## src/rtl/opc_pkg.sv

```systemverilog
// Package for the output pin config and strobe map block
`default_nettype none
package opc_pkg;
   // Header byte layout
   localparam int HDR_RW_BIT = 7;
   localparam int HDR_BURST_BIT = 6;
   localparam logic [7:0] ACC_SINGLE_WR = 8'h00;
   localparam logic [7:0] ACC_BURST_WR = 8'h40;
   localparam logic [7:0] ACC_SINGLE_RD = 8'h80;
   localparam logic [7:0] ACC_BURST_RD = 8'hc0;
   // Register offsets and regions
   localparam logic [5:0] OFS_PIN_TWO = 6'h00;
   localparam logic [5:0] OFS_PIN_ONE = 6'h01;
   localparam logic [5:0] OFS_STROBE_LO = 6'h30;
   localparam logic [5:0] OFS_STROBE_HI = 6'h3d;
   localparam logic [5:0] OFS_POWER_TABLE = 6'h3e;
   // Field positions
   localparam int FLD_POLARITY = 6;
   localparam int FLD_DRIVE = 7;
   localparam int FLD_SEL_MSB = 5;
   // Reset values
   localparam logic [7:0] RST_PIN_TWO = 8'h29;
   localparam logic [7:0] RST_PIN_ONE = 8'h2e;

   typedef enum logic [1:0] {
      AREA_CONFIG,
      AREA_STROBE,
      AREA_STATUS,
      AREA_POWER
   } opc_area_t;

   typedef struct packed {
      logic valid;
      logic write;
      logic burst;
      logic [5:0] addr;
      logic [7:0] wdata;
   } opc_req_t;

   typedef struct packed {
      logic polarity;
      logic [5:0] select;
   } opc_pin_t;
endpackage
`default_nettype wire

```

## src/rtl/opc_regmap.sv

```systemverilog
// Output pin configuration registers and upper address decode
`default_nettype none
module opc_regmap (
   // Clock and reset
   input wire logic REF_CLK,
   input wire logic RST,
   // Decoded access from the serial interface
   input wire logic ACC_VALID,
   input wire logic [7:0] ACC_HEADER,
   input wire logic [7:0] ACC_WDATA,
   // Read data returned to the serial interface
   output logic [7:0] ACC_RDATA,
   // Region hits for the rest of the chip
   output logic STROBE_PULSE,
   output logic [5:0] STROBE_CODE,
   output logic STATUS_READ,
   output logic [5:0] STATUS_ADDR,
   input wire logic [7:0] STATUS_DATA,
   output logic POWER_ACCESS,
   output logic POWER_WRITE,
   output logic [7:0] POWER_WDATA,
   input wire logic [7:0] POWER_RDATA,
   // Pin configuration
   output logic [5:0] OUT_PIN_TWO_SELECT,
   output logic OUT_PIN_TWO_POLARITY,
   output logic [5:0] OUT_PIN_ONE_SELECT,
   output logic OUT_PIN_ONE_POLARITY,
   output logic OUT_PIN_DRIVE_STRENGTH,
   // Active level shaping of selected signals
   input wire logic PIN_TWO_SIGNAL,
   input wire logic PIN_ONE_SIGNAL,
   output logic PIN_TWO_LEVEL,
   output logic PIN_ONE_LEVEL
);
   // Reset images, built from the package reset bytes
   localparam opc_pkg::opc_pin_t PIN_TWO_INIT = opc_pkg::opc_pin_t'(opc_pkg::RST_PIN_TWO[6:0]);
   localparam opc_pkg::opc_pin_t PIN_ONE_INIT = opc_pkg::opc_pin_t'(opc_pkg::RST_PIN_ONE[6:0]);
   localparam logic DRIVE_INIT = opc_pkg::RST_PIN_ONE[opc_pkg::FLD_DRIVE];

   // Decoded access
   opc_pkg::opc_req_t req;
   opc_pkg::opc_area_t area;
   // Configuration state
   opc_pkg::opc_pin_t pin_two_r;
   opc_pkg::opc_pin_t pin_two_nxt;
   opc_pkg::opc_pin_t pin_one_r;
   opc_pkg::opc_pin_t pin_one_nxt;
   logic drive_r;
   logic drive_nxt;
   // Region pulses and their payloads
   logic strobe_r;
   logic strobe_nxt;
   logic [5:0] strobe_code_r;
   logic status_r;
   logic status_nxt;
   logic [5:0] status_addr_r;
   logic power_r;
   logic power_nxt;
   logic power_write_r;
   logic power_write_nxt;
   logic [7:0] power_wdata_r;
   // Read data
   logic [7:0] rdata_r;
   logic [7:0] rdata_nxt;
   logic rdata_load;

   function automatic logic in_strobe_range(input logic [5:0] a);
      in_strobe_range = (a >= opc_pkg::OFS_STROBE_LO) && (a <= opc_pkg::OFS_STROBE_HI);
   endfunction

   // Region of an access from its offset and kind
   function automatic opc_pkg::opc_area_t decode_area(input logic [5:0] a, input logic rd, input logic b);
      if (a == opc_pkg::OFS_POWER_TABLE) begin
         decode_area = opc_pkg::AREA_POWER;
      end else if (in_strobe_range(a)) begin
         if (rd && b) begin
            decode_area = opc_pkg::AREA_STATUS;
         end else begin
            decode_area = opc_pkg::AREA_STROBE;
         end
      end else begin
         decode_area = opc_pkg::AREA_CONFIG;
      end
   endfunction

   // Polarity above a six-bit selector; bit 7 is handled by the caller
   function automatic opc_pkg::opc_pin_t pin_from_byte(input logic [7:0] d);
      opc_pkg::opc_pin_t p;
      p.polarity = d[opc_pkg::FLD_POLARITY];
      p.select = d[opc_pkg::FLD_SEL_MSB:0];
      return p;
   endfunction

   function automatic logic [7:0] pin_to_byte(input logic top, input opc_pkg::opc_pin_t p);
      pin_to_byte = {top, p};
   endfunction

   function automatic logic area_hit(input opc_pkg::opc_req_t r, input opc_pkg::opc_area_t ar,
                                     input opc_pkg::opc_area_t want);
      area_hit = r.valid && (ar == want);
   endfunction

   function automatic logic cfg_write_hit(input opc_pkg::opc_req_t r, input opc_pkg::opc_area_t ar,
                                          input logic [5:0] ofs);
      cfg_write_hit = r.valid && r.write && (ar == opc_pkg::AREA_CONFIG) && (r.addr == ofs);
   endfunction

   // Header carries access type in its top two bits
   always_comb begin
      req.valid = ACC_VALID;
      req.write = ~ACC_HEADER[opc_pkg::HDR_RW_BIT];
      req.burst = ACC_HEADER[opc_pkg::HDR_BURST_BIT];
      req.addr = ACC_HEADER[5:0];
      req.wdata = ACC_WDATA;
      area = decode_area(req.addr, ~req.write, req.burst);
   end

   // Writes to any other config offset are dropped
   always_comb begin
      pin_two_nxt = pin_two_r;
      pin_one_nxt = pin_one_r;
      drive_nxt = drive_r;
      if (cfg_write_hit(req, area, opc_pkg::OFS_PIN_TWO)) begin
         // Bit 7 has no storage, so it always reads back zero
         pin_two_nxt = pin_from_byte(req.wdata);
      end
      if (cfg_write_hit(req, area, opc_pkg::OFS_PIN_ONE)) begin
         pin_one_nxt = pin_from_byte(req.wdata);
         drive_nxt = req.wdata[opc_pkg::FLD_DRIVE];
      end
   end

   always_comb begin
      strobe_nxt = area_hit(req, area, opc_pkg::AREA_STROBE);
      status_nxt = area_hit(req, area, opc_pkg::AREA_STATUS);
      power_nxt = area_hit(req, area, opc_pkg::AREA_POWER);
      power_write_nxt = power_nxt && req.write;
   end

   // Unknown config offsets and single strobe reads return zero
   always_comb begin
      rdata_load = req.valid && !req.write;
      rdata_nxt = 8'h00;
      case (area)
         opc_pkg::AREA_CONFIG: begin
            if (req.addr == opc_pkg::OFS_PIN_TWO) begin
               rdata_nxt = pin_to_byte(1'b0, pin_two_r);
            end else if (req.addr == opc_pkg::OFS_PIN_ONE) begin
               rdata_nxt = pin_to_byte(drive_r, pin_one_r);
            end else begin
               rdata_nxt = 8'h00;
            end
         end
         opc_pkg::AREA_STATUS: rdata_nxt = STATUS_DATA;
         opc_pkg::AREA_POWER: rdata_nxt = POWER_RDATA;
         default: rdata_nxt = 8'h00;
      endcase
   end

   always_ff @(posedge REF_CLK or posedge RST) begin
      if (RST) begin
         pin_two_r <= PIN_TWO_INIT;
      end else begin
         pin_two_r <= pin_two_nxt;
      end
   end

   always_ff @(posedge REF_CLK or posedge RST) begin
      if (RST) begin
         pin_one_r <= PIN_ONE_INIT;
      end else begin
         pin_one_r <= pin_one_nxt;
      end
   end

   always_ff @(posedge REF_CLK or posedge RST) begin
      if (RST) begin
         drive_r <= DRIVE_INIT;
      end else begin
         drive_r <= drive_nxt;
      end
   end

   // Pulses last one cycle because the next value is rebuilt every edge
   always_ff @(posedge REF_CLK or posedge RST) begin
      if (RST) begin
         strobe_r <= 1'b0;
         strobe_code_r <= 6'h00;
      end else begin
         strobe_r <= strobe_nxt;
         strobe_code_r <= req.addr;
      end
   end

   always_ff @(posedge REF_CLK or posedge RST) begin
      if (RST) begin
         status_r <= 1'b0;
         status_addr_r <= 6'h00;
      end else begin
         status_r <= status_nxt;
         status_addr_r <= req.addr;
      end
   end

   // Payload follows every cycle; only meaningful beside its pulse
   always_ff @(posedge REF_CLK or posedge RST) begin
      if (RST) begin
         power_r <= 1'b0;
         power_write_r <= 1'b0;
         power_wdata_r <= 8'h00;
      end else begin
         power_r <= power_nxt;
         power_write_r <= power_write_nxt;
         power_wdata_r <= req.wdata;
      end
   end

   // Read data holds until the next read
   always_ff @(posedge REF_CLK or posedge RST) begin
      if (RST) begin
         rdata_r <= 8'h00;
      end else if (rdata_load) begin
         rdata_r <= rdata_nxt;
      end
   end

   assign ACC_RDATA = rdata_r;
   assign STROBE_PULSE = strobe_r;
   assign STROBE_CODE = strobe_code_r;
   assign STATUS_READ = status_r;
   assign STATUS_ADDR = status_addr_r;
   assign POWER_ACCESS = power_r;
   assign POWER_WRITE = power_write_r;
   assign POWER_WDATA = power_wdata_r;
   assign OUT_PIN_TWO_SELECT = pin_two_r.select;
   assign OUT_PIN_TWO_POLARITY = pin_two_r.polarity;
   assign OUT_PIN_ONE_SELECT = pin_one_r.select;
   assign OUT_PIN_ONE_POLARITY = pin_one_r.polarity;
   assign OUT_PIN_DRIVE_STRENGTH = drive_r;
   // Polarity applied here so pad logic sees the final level
   assign PIN_TWO_LEVEL = PIN_TWO_SIGNAL ^ pin_two_r.polarity;
   assign PIN_ONE_LEVEL = PIN_ONE_SIGNAL ^ pin_one_r.polarity;
endmodule // opc_regmap
`default_nettype wire

```

## config.mk

```make
export PLATFORM = sky130hd
export DESIGN_NAME = opc_regmap
export DESIGN_NICKNAME = d
export VERILOG_FILES = /design/src/rtl/opc_pkg.sv /design/src/rtl/opc_regmap.sv
export SDC_FILE = /design/constraint.sdc
export NUM_CORES = 1
export LEC_CHECK = 0
export ABC_AREA = 1
export BUFFER_PORTS_ARGS = -buffer_cell sky130_fd_sc_hd__buf_4
export CAP_MARGIN = 20
export CORE_ASPECT_RATIO = 0.8
export CORE_MARGIN = 4
export CORE_UTILIZATION = 50
export DETAILED_ROUTE_END_ITERATION = 8
export PLACE_DENSITY = 0.84
export SETUP_SLACK_MARGIN = 0.5
export SYNTH_ARGS = -nofsm -noshare
export SYNTH_HDL_FRONTEND = slang
export SYNTH_SLANG_ARGS = --single-unit
```

## constraint.sdc

```tcl
create_clock -name REF_CLK -period 2.87 [get_ports REF_CLK]
set_input_delay 0 -clock REF_CLK [delete_from_list [all_inputs] [get_ports REF_CLK]]
set_output_delay 0 -clock REF_CLK [all_outputs]
set_load 0.02 [all_outputs]
```

# After elaboration in Yosys (flattened, before gate mapping)
# Index checks and enable logic that the tools add are counted.
# totals
reg_bits	41
in_bits	37
# op_classes
order_cmp	2
eq_ne	5
n_mux	6
n_bitwise	3
reduce_logical	13
# ops
operator	n
one-hot mux 8 bit (3 select lines)	1
2-to-1 mux 8 bit	2
logical AND 1 bit	11
equality test 6 x 1 -> 1 bit, second input constant	1
equality test 6 bit, second input constant	1
greater-or-equal comparator 6 bit, second input constant	1
less-or-equal comparator 6 bit, second input constant	1
logical NOT 6 bit	1
2-to-1 mux 2 bit	3
equality test 2 bit, second input constant	2
equality test 2 x 1 -> 1 bit, second input constant	1
logical NOT 2 bit	1
bitwise XOR 1 bit	2
NOT 1 bit	1

# Longest topological paths before layout
# Gate-level depths: netlist of run 1.
# depth
ltp_word	7
ltp_mapped	8
mapped_depth_nobuf	8

# Worst setup path after synthesis of run 1
# No wires, ideal clock.
# synth_timing
path_kind	flip-flop to flip-flop
startpoint	reg pin_two_r, in the netlist OUT_PIN_TWO_SELECT[0]
endpoint	reg rdata_r[0], in the netlist ACC_RDATA[0]
arrival_time_ns	0.897
path_slack_ns	1.908
path_stages_with_launch	7
cell_sequence	dfstp_2 -> inv_1 -> nor2_1 -> nor2_1 -> nand2_1 -> nand2_1 -> nand2_1
# synth_via
elab_chain_len	2
# synth_lines
item	line_no	text
start: declaration	opc_regmap.sv:44	opc_pkg::opc_pin_t pin_two_r;
start signal: assignment	opc_regmap.sv:164	pin_two_r <= pin_two_nxt;
2-to-1 mux 8 bit	opc_regmap.sv:146	if (req.addr == opc_pkg::OFS_PIN_TWO) begin
one-hot mux 8 bit (3 select lines)	opc_regmap.sv:144	case (area)
end signal: assignment	opc_regmap.sv:223	rdata_r <= rdata_nxt;
end: declaration	opc_regmap.sv:63	logic [7:0] rdata_r;
# Every way passes these cells.
# A chain may end at the register's enable or synchronous reset.

# Worst setup path in the final report of run 1
# layout_timing
startpoint	in ACC_HEADER[3]
endpoint	reg pin_one_r, in the netlist OUT_PIN_ONE_SELECT[0]
# layout_via
elab_chain_len	7
word_cells_on_any_way	10
# layout_lines
item	line_no	text
start: declaration	opc_regmap.sv:9	input wire logic [7:0] ACC_HEADER,
greater-or-equal comparator 6 bit or less-or-equal comparator 6 bit (tied branches)	opc_regmap.sv:68	in_strobe_range = (a >= opc_pkg::OFS_STROBE_LO) && (a <= opc_pkg::OFS_STROBE_HI);
logical AND 1 bit	opc_regmap.sv:68	
2-to-1 mux 2 bit	opc_regmap.sv:75	end else if (in_strobe_range(a)) begin
2-to-1 mux 2 bit	opc_regmap.sv:73	if (a == opc_pkg::OFS_POWER_TABLE) begin
logical NOT 2 bit	opc_regmap.sv:105	cfg_write_hit = r.valid && r.write && (ar == opc_pkg::AREA_CONFIG) && (r.addr == ofs);
logical AND 1 bit	opc_regmap.sv:105	
logical AND 1 bit (*)	opc_regmap.sv:105	
end signal: assignment	opc_regmap.sv:172	pin_one_r <= pin_one_nxt;
end: declaration	opc_regmap.sv:46	opc_pkg::opc_pin_t pin_one_r;
# Every way passes the cells marked *; elsewhere a longest branch is shown, timed or not.

==> summary.txt, run 1 <==
Synthesized flop and latch total = 41
Most common cell after layout, fill and taps aside = buf_4
Total number of vias = 1760
Worst Setup Start Kind = input port
Data arrival, critical path = 1610 ps
Max cap viols = 0
Setup WS pre-CTS = 1680 ps
Core box area = 3570 µm²
DIE HEIGHT = 63.4 µm
Die X = 77.3 µm
TritonCTS Buffers = 5
Pwr dens = 451 nW/µm²
Sequential area share after synthesis = 0.539
Yosys warnings = 0
Post-Route WL = 5000 µm
Adder-cell share of the synthesized area = 0
Worst path slowest cell = dlygate4sd3_1
Max-slew violation count = 0
Drc violations = 0
Post-CTS Setup Inserts = 0
Final Hold Vio Count = 0
Post-synthesis mux area share = 0
Mean Syn Cell Area = 8.57 µm²
Top cell type's share of synthesized area = 0.443
Mapped cell area = 1920 µm²
Worst-margin pin slew = 475 ps
Final min period = 1430 ps
Cell row count = 19
Io pins = 86
Rel. slew slack = 0.681
H-tree Lvls = 2
Fin nets = 363
Worst-skew pair later-pin latency = 300 ps
Hold Path Stages = 4
Diode count = 0
Largest net degree at the start of global routing = 30
Clock skew = 8.09 ps
Bufs on Longest Clock Path = 2
Setup tns final = 0 ps
Post-Synth Simple-Gate Area = 0.260
Routed Antenna Nets = 0
P&R area growth vs syn = 46.4%
CP cell instances = dlygate4sd3_1 -> buf_4 -> nor2_2 -> nand3_2 -> nand3b_4 -> nand2_1 -> o21ai_2
Initial antenna violation count = 0
Syn Nets = 261
Tcrit/Tclk final = 0.500
Commonest non-fill, non-tap cells in the layout = buf_4, nand2_1, nor2_1
Critical Path End Type = register
Overall power = 1.27 mW
Placer Congestion = 0.821
Vias in the first global route = 1772
Fmax = 697 MHz
Compound-cell area share of the yosys netlist = 0.0730
CTS Root Cell = clkbuf_8
Required @ worst endpoint = 3050 ps
Max incr delay on CP = 550 ps
CTS clk-pin slew, worst paths = 80 ps
Hold Path Class = input port to register
Synthesized instance count = 224
Vias per inst = 4.77
Clk sinks = 41
Yosys top cell by area = dfrtp_1
Final worst setup slack = 1440 ps
Crit-path max FO = 16
Total track usage = 0.216
Top post-synthesis cells by area = dfrtp_1, nand2_1, dfstp_2
Peak supply drop = 342 µV
XOR/XNOR share of the synthesized area = 0.00912
Starting Density = 0.539
Detailed Routing Iterations Pass 1 = 4
Share of post-route cells with drive strength above 1 = 0.379
Setup violators final = 0
Status = finished clean
Worst Reg-to-Reg Cells = 6
Number of port buffers = 85
Hpwl dp = 3560 µm
Crit path kind = input port to register
Die footprint = 4900 µm²
Unique masters post-synth = 17
Grt total ovfl = 0
Global-route wire length before repair = 8340 µm
RSZ-0062 raised after global routing = false
Largest family of logic cells by synthesized area = simple AND/OR/NAND/NOR gates
Iter 0 DRT Violations = 130
CTS tree = yes
Leakage power = 1.54 nW
Drt wl/cell = 13.6 µm
worst paths after layout:
kind,startpoint,end,slack [ps]
min reg2reg,ACC_RDATA[2],ACC_RDATA[2],490
min,ACC_HEADER[6],STROBE_PULSE,10
min in group asynchronous,RST,POWER_WDATA[7],210
max in group asynchronous,RST,OUT_PIN_ONE_SELECT[1],1920
max reg2reg,OUT_PIN_ONE_SELECT[2],ACC_RDATA[2],1880
max,ACC_HEADER[3],OUT_PIN_ONE_SELECT[0],1440
metal layers:
metal | routed length (µm) | share of wire | global-route usage
met1 | 2000 | 0.40 | 0.267
met2 | 2530 | 0.51 | 0.376
met4 | 76 | 0.015 | 0.0689
met5 | 0 | 0 | 0
met3 | 398 | 0.080 | 0.0470
cell families (layout without fill, tap and decap cells):
kind of cell,Yosys count,count (layout)
compound gates,16,16
buf+inv,51,154
simple gates,114,114
flops,41,41
xor+xnor,2,2
registers in the layout, indices dropped and copies added, names as in the netlist, 6 cells and up:
name / cells
OUT_PIN_ONE_SELECT: 6
POWER_WDATA: 8
STATUS_ADDR: 6
OUT_PIN_TWO_SELECT: 6
ACC_RDATA: 8
area by class of cell:
type                    instances  area [µm²]
inverters                      43         161
flip-flops and latches         41        1030
fillers                       272         754
clock buffers                   8        90.1
multi-input cells             132         657
well taps                      42        52.6
repair buffers                103         816
per-stage QoR:
step                area (µm²)  cells   util  hold WS, ps
floorplan                 1920    224      -         31.4
global placement          2550    344  0.715        -26.4
detailed placement        2550    344  0.715        -16.2
CTS                       2810    369  0.788         3.69
global route              2810    369  0.788         34.6
finish                    2810    369  0.788         10.1
synthesized netlist by cell type:
master / n
dfstp_2: 7
nor3_1: 1
nand3b_4: 2
dfrtp_1: 34
o21ai_2: 16
nor2_1: 48
nor4_1: 1
nand2_1: 51
nand3_1: 3
xor2_1: 2
inv_2: 1
nor2_2: 3
nand4_1: 2
inv_1: 42
buf_4: 6
nand3_2: 3
buf_6: 2
where the power goes:
part | internal [mW] | total, mW | switching, mW
Clock | 0.196 | 0.388 | 0.192
Combinational | 0.115 | 0.248 | 0.134
Sequential | 0.612 | 0.632 | 0.0198
Total | 0.923 | 1.27 | 0.346
worst max-delay path: cells and delay by family:
family | cells | cell delay, ps
buffers and inverters | 2 | 710
AOI/OAI and AO/OA | 1 | 60
and+or+nand+nor | 4 | 850
what timing repair did:
| item | 4_1_cts | 5_1_grt |
|---|---|---|
| resized for setup | 0 | 0 |
| hold endpoints to repair | 41 | 0 |
| hold buffers | 17 | 0 |
(Power assumes the default switching activity.)
==> run 2, diff against run 1 <==
--- a/config.mk
+++ b/config.mk
@@ -10,9 +10,9 @@
 export CAP_MARGIN = 20
 export CORE_ASPECT_RATIO = 0.8
 export CORE_MARGIN = 4
-export CORE_UTILIZATION = 50
+export CORE_UTILIZATION = 47
 export DETAILED_ROUTE_END_ITERATION = 8
-export PLACE_DENSITY = 0.84
+export PLACE_DENSITY = 0.8
 export SETUP_SLACK_MARGIN = 0.5
 export SYNTH_ARGS = -nofsm -noshare
 export SYNTH_HDL_FRONTEND = slang
==> constraint.sdc (replaced) <==
create_clock -name REF_CLK -period 1.4 [get_ports REF_CLK]
set_input_delay 0 -clock REF_CLK [delete_from_list [all_inputs] [get_ports REF_CLK]]
set_output_delay 0 -clock REF_CLK [all_outputs]
set_load 0.02 [all_outputs]
==> run 2 against run 1 <==
Non-clock buffer count increased by 4. Wire length increased by 1.9%. Largest cell class unchanged. Largest power group unchanged. Critical endpoint is now PIN_ONE_LEVEL. Total power increased by 110%. Sequential power increased by 110%.
==> summary.txt, run 2 (synthesis results as in run 1) <==
Sw Ratio = 0.270
Rel. slew slack = 0.592
CP Launch Point = OUT_PIN_ONE_POLARITY
Overall power = 2.69 mW
Tcrit/Tclk final = 0.730
Die footprint = 5180 µm²
Fmax = 979 MHz
CTS clk-pin slew, worst paths = 80 ps
Global-route wire length before repair = 8000 µm
Pwr dens = 905 nW/µm²
Most common cell after layout, fill and taps aside = buf_4
Grt total ovfl = 0
Part of the power in registers = 0.482
Register-to-register setup slack = 400 ps
Setup tns final = 0 ps
Psw = 0.727 mW
Diode count = 0
Initial antenna violation count = 0
Max-slew violation count = 0
Worst-skew pair later-pin latency = 290 ps
Post-Route WL = 5100 µm
Data arrival, critical path = 1020 ps
Clk sinks = 41
Commonest non-fill, non-tap cells in the layout = buf_4, nand2_1, nor2_1
RSZ-0062 raised after global routing = true
Die X = 79.5 µm
Drt wl/cell = 13.2 µm
Vias in the first global route = 1772
Worst-margin pin slew = 610 ps
Largest net degree at the start of global routing = 24
CTS Root Cell = clkbuf_8
Vias per inst = 4.60
Clock Power Share = 0.314
FF-to-FF End = ACC_RDATA[6]
CP cell instances = xor2_1 -> buf_4
Total track usage = 0.198
Crit-path max FO = 3
Io pins = 86
Starting Density = 0.495
Crit path kind = register to output port
P&R area growth vs syn = 54.8%
Met3 routed WL = 413 µm
Worst Reg-to-Reg Cells = 7
Max cap viols = 0
Crit path to = PIN_ONE_LEVEL
Routed Antenna Nets = 0
Worst Setup Start Kind = register
Worst r2r src = OUT_PIN_ONE_POLARITY
Number of port buffers = 85
Hpwl dp = 3490 µm
Wl on met1 = 2020 µm
CTS tree = yes
Clock skew = 3.20 ps
Final min period = 1020 ps
H-tree Lvls = 2
Post-layout util = 0.766
Fin nets = 368
Core box area = 3880 µm²
Bufs on Longest Clock Path = 2
Share of post-route cells with drive strength above 1 = 0.419
Critical Path End Type = output port
Comb pwr share = 0.203
Status = finished clean
TritonCTS Buffers = 5
Drc violations = 0
DIE HEIGHT = 65.2 µm
Met2 Wirelength = 2610 µm
Detailed Routing Iterations Pass 1 = 4
Peak supply drop = 714 µV
Internal power = 1.96 mW
Cell row count = 20
Hold Path Class = input port to register
Placer Congestion = 0.793
Required @ worst endpoint = 1400 ps
Total number of vias = 1782
Max incr delay on CP = 430 ps
Final Hold Vio Count = 0
Worst path slowest cell = dfrtp_2
Max Used Layer = met4
Setup violators final = 0
Leakage power = 1.59 nW
Iter 0 DRT Violations = 100
run 2: changes by cell type in the layout (fill, tap and decap cells not counted), sizes merged:
| cell | previous run | this run |
|---|---|---|
| buf | 86 | 90 |
| clkinvlp | 0 | 1 |
| nand3b | 2 | 3 |
| clkbuf | 8 | 7 |
run 2: power by group through the flow:
stage               Combinational (mW)  Sequential, mW  Clock [mW]
global placement                 0.471            1.31           0
floorplan                        0.166            1.39           0
finish                           0.547            1.30       0.846
detailed placement               0.480            1.32           0
CTS                              0.534            1.30       0.858
global route                     0.593            1.31       0.924
run 2: cell type report:
| type | count | area (µm²) |
|---|---|---|
| Multi-Input combinational cell | 133 | 697 |
| Inverter | 43 | 165 |
| Fill cell | 273 | 906 |
| Sequential cell | 41 | 1040 |
| Timing Repair Buffer | 107 | 903 |
| Tap cell | 55 | 68.8 |
| Clock inverter | 1 | 5.00 |
| Clock buffer | 7 | 96.3 |
run 2: critical path, delay by kind of cell (launching register included):
family / cells / cell delay (ps)
xor+xnor: 1 / 140
flops: 1 / 430
buf+inv: 1 / 150
run 2: per-layer routing:
layer	GRT usage	up-vias
met3	0.0479	9
met4	0.0687	0
met5	0	-
met1	0.239	820
met2	0.346	75
li1	-	878
run 2: worst min-delay path by stage:
stage / start / to / slack, ps / cells past startpoint
after detailed placement: RST / POWER_WDATA[2] / 40 / 2
after CTS: ACC_VALID / POWER_ACCESS / 0.4 / 3
final: ACC_VALID / POWER_ACCESS / 0.4 / 3
after global routing: ACC_HEADER[6] / STROBE_PULSE / 50 / 4
after global placement: RST / POWER_WDATA[2] / 30 / 2
after floorplan: RST / ACC_RDATA[0] / -20 / 1
run 2: through the flow:
step / hold slack, ps / worst slack, ps / instances / instance area, µm²
2_1_floorplan: -17.5 / 455 / 224 / 1930
3_3_place_gp: 28.5 / 291 / 359 / 2610
3_5_place_dp: 37.7 / 258 / 359 / 2610
4_1_cts: 0.359 / 374 / 386 / 2920
5_1_grt: 47.5 / 315 / 387 / 2970
6_report: 0.446 / 379 / 387 / 2970
run 2: repair_timing:
action,4_1_cts,5_1_grt
cloned,0,1
hold buffers,17,0
pin swaps,2,7
setup buffers,2,0
endpoints found under the setup margin,16,25
gates resized for setup,7,11
endpoints found under the hold margin,36,0
==> run 3, diff against run 2 <==
==> constraint.sdc (replaced) <==
create_clock -name REF_CLK -period 1.06 [get_ports REF_CLK]
set_input_delay 0 -clock REF_CLK [delete_from_list [all_inputs] [get_ports REF_CLK]]
set_output_delay 0 -clock REF_CLK [all_outputs]
set_load 0.02 [all_outputs]
==> run 3 against run 2 <==
The run now ends with negative hold slack, negative setup slack left. Sequential cell count stayed put. Sequential power up 35%. Die area unchanged. Sequential share of layout area shrank 4.3 points. Clock-buffer cell count down 1. Critical endpoint is now ACC_RDATA[3]. Total power rose by 37%. Wire length grew 48%. Highest routed layer unchanged. Cell count up 4.4%. Critical path depth increased by 4.
==> summary.txt, run 3 (synthesis results as in run 1) <==
Worst-skew pair later-pin latency = 300 ps
Leakage power = 1.74 nW
Global-route wire length before repair = 10200 µm
Cell row count = 20
Iter 0 DRT Violations = 194
Hold Path Class = input port to asynchronous set/reset pin
Die X = 79.5 µm
Initial antenna violation count = 0
Final worst setup slack = -166 ps
M2 GR Usage = 0.452
Detailed Routing Iterations Pass 1 = 6
Most common cell after layout, fill and taps aside = buf_6
Rel. slew slack = 0.781
P&R area growth vs syn = 78.3%
Core box area = 3880 µm²
Total number of vias = 2089
Final min period = 1230 ps
Data arrival, critical path = 1470 ps
Register Area = 1050 µm²
DIE HEIGHT = 65.2 µm
Met3 Resource Use GR = 0.0808
Max cap viols = 0
Critical Path End Type = register
Peak supply drop = 925 µV
Fmax = 816 MHz
Failing checks = negative hold slack, negative setup slack
Register-to-register setup slack = -170 ps
RSZ-0062 raised after global routing = true
Number of port buffers = 85
Fin nets = 385
Hpwl dp = 3590 µm
Crit-path max FO = 3
Bufs on Longest Clock Path = 2
TritonCTS Buffers = 5
Max-slew violation count = 0
Post-layout util = 0.883
Worst r2r src = OUT_PIN_TWO_SELECT[3]
Pwr dens = 1080 nW/µm²
Footprint of the multi-input gates = 850 µm²
Setup violators final = 5
Commonest non-fill, non-tap cells in the layout = buf_6, buf_4, nor2_1
Placed instance area = 2710 µm²
Clock skew = 1.68 ps
Setup WS pre-CTS = -47.1 ps
Worst Reg-to-Reg Cells = 6
H-tree Lvls = 2
Drc violations = 0
Min Hold Slack = -342 ps
CTS clk-pin slew, worst paths = 80 ps
Crit path kind = register to register
CTS tree = yes
Clk sinks = 41
Vias per inst = 5.17
Busiest grt layer = met2
Diode count = 0
CTS Root Cell = clkbuf_8
Drt wl/cell = 18.7 µm
Routed Antenna Nets = 0
Placer Congestion = 0.831
Final Cell Area = 3420 µm²
FF-to-FF End = ACC_RDATA[3]
Required @ worst endpoint = 1300 ps
Final Hold Vio Count = 39
Tcrit/Tclk final = 1.16
Vias in the first global route = 2052
Overall power = 3.69 mW
Total track usage = 0.258
Status = complete, but fails checks
Cts-stage hold buffer count = 14
Die footprint = 5180 µm²
Largest net degree at the start of global routing = 29
Worst Setup Start Kind = register
Met1 Use GR = 0.303
Starting Density = 0.495
Filler instances = 181
Worst-margin pin slew = 327 ps
Io pins = 86
Post-Route WL = 7560 µm
Grt total ovfl = 0
Share of post-route cells with drive strength above 1 = 0.570
## run 3: cell count changes in the layout (fill, tap and decap cells not counted), sizes merged
cell / previous run / this run
clkinv: 1 / 2
buf: 90 / 109
clkbuf: 7 / 6
nand3b: 3 / 4
dlygate4sd3: 17 / 14
## run 3: layer usage
metal  up-vias  share of wire
li1        913              -
met1      1028           0.37
met2       127           0.52
met3        21          0.081
met4         0          0.024
met5         -              0
## run 3: cell type report
type,count,area share
Tap cell,55,0.0201
Clock buffer,6,0.0212
Inverter,43,0.0490
Timing Repair Buffer,123,0.353
Clock inverter,2,0.00292
Multi-Input combinational cell,134,0.248
Sequential cell,41,0.306
## run 3: how the worst max path moves through the flow
| stage | cells past startpoint | slack, ps | start | to |
|---|---|---|---|---|
| final | 6 | -170 | OUT_PIN_TWO_SELECT[3] | ACC_RDATA[3] |
| after CTS | 3 | -40 | OUT_PIN_ONE_POLARITY | PIN_ONE_LEVEL |
| after floorplan | 6 | 120 | OUT_PIN_TWO_SELECT[3] | ACC_RDATA[3] |
| after detailed placement | 9 | -50 | ACC_HEADER[4] | ACC_RDATA[6] |
| after global placement | 9 | 20 | ACC_HEADER[4] | ACC_RDATA[6] |
| after global routing | 6 | -160 | OUT_PIN_TWO_SELECT[3] | ACC_RDATA[3] |
## run 3: what timing repair did
item                                    CTS  global route
cloned                                    2             0
resized for setup                        73            27
hold endpoints to repair                 63            37
endpoints found under the setup margin   72            74
buffers inserted                         10             8
pin swaps                                13            18
## run 3: power breakdown
group          total, mW  switching [mW]  internal, mW  leakage, nW
clock network       1.01           0.557         0.457       0.0450
registers           1.75          0.0861          1.66        0.497
logic              0.931           0.463         0.468         1.20
## run 3: critical path: stages (launching register included)
cell and delay [ps]:
dfstp_2 570, inv_1 70, nor2_1 170, nor2_1 90, nand2_1 90, nand2_1 80, nand2_1 80
## run 3: per-stage QoR
step	hold WS (ps)	cells	setup TNS, ps
final	-342	404	-422
after global routing	-333	404	-548
after CTS	-333	396	-36.5
after detailed placement	-12.7	362	-73.4
after global placement	-12.5	362	0
after floorplan	-17.8	224	0
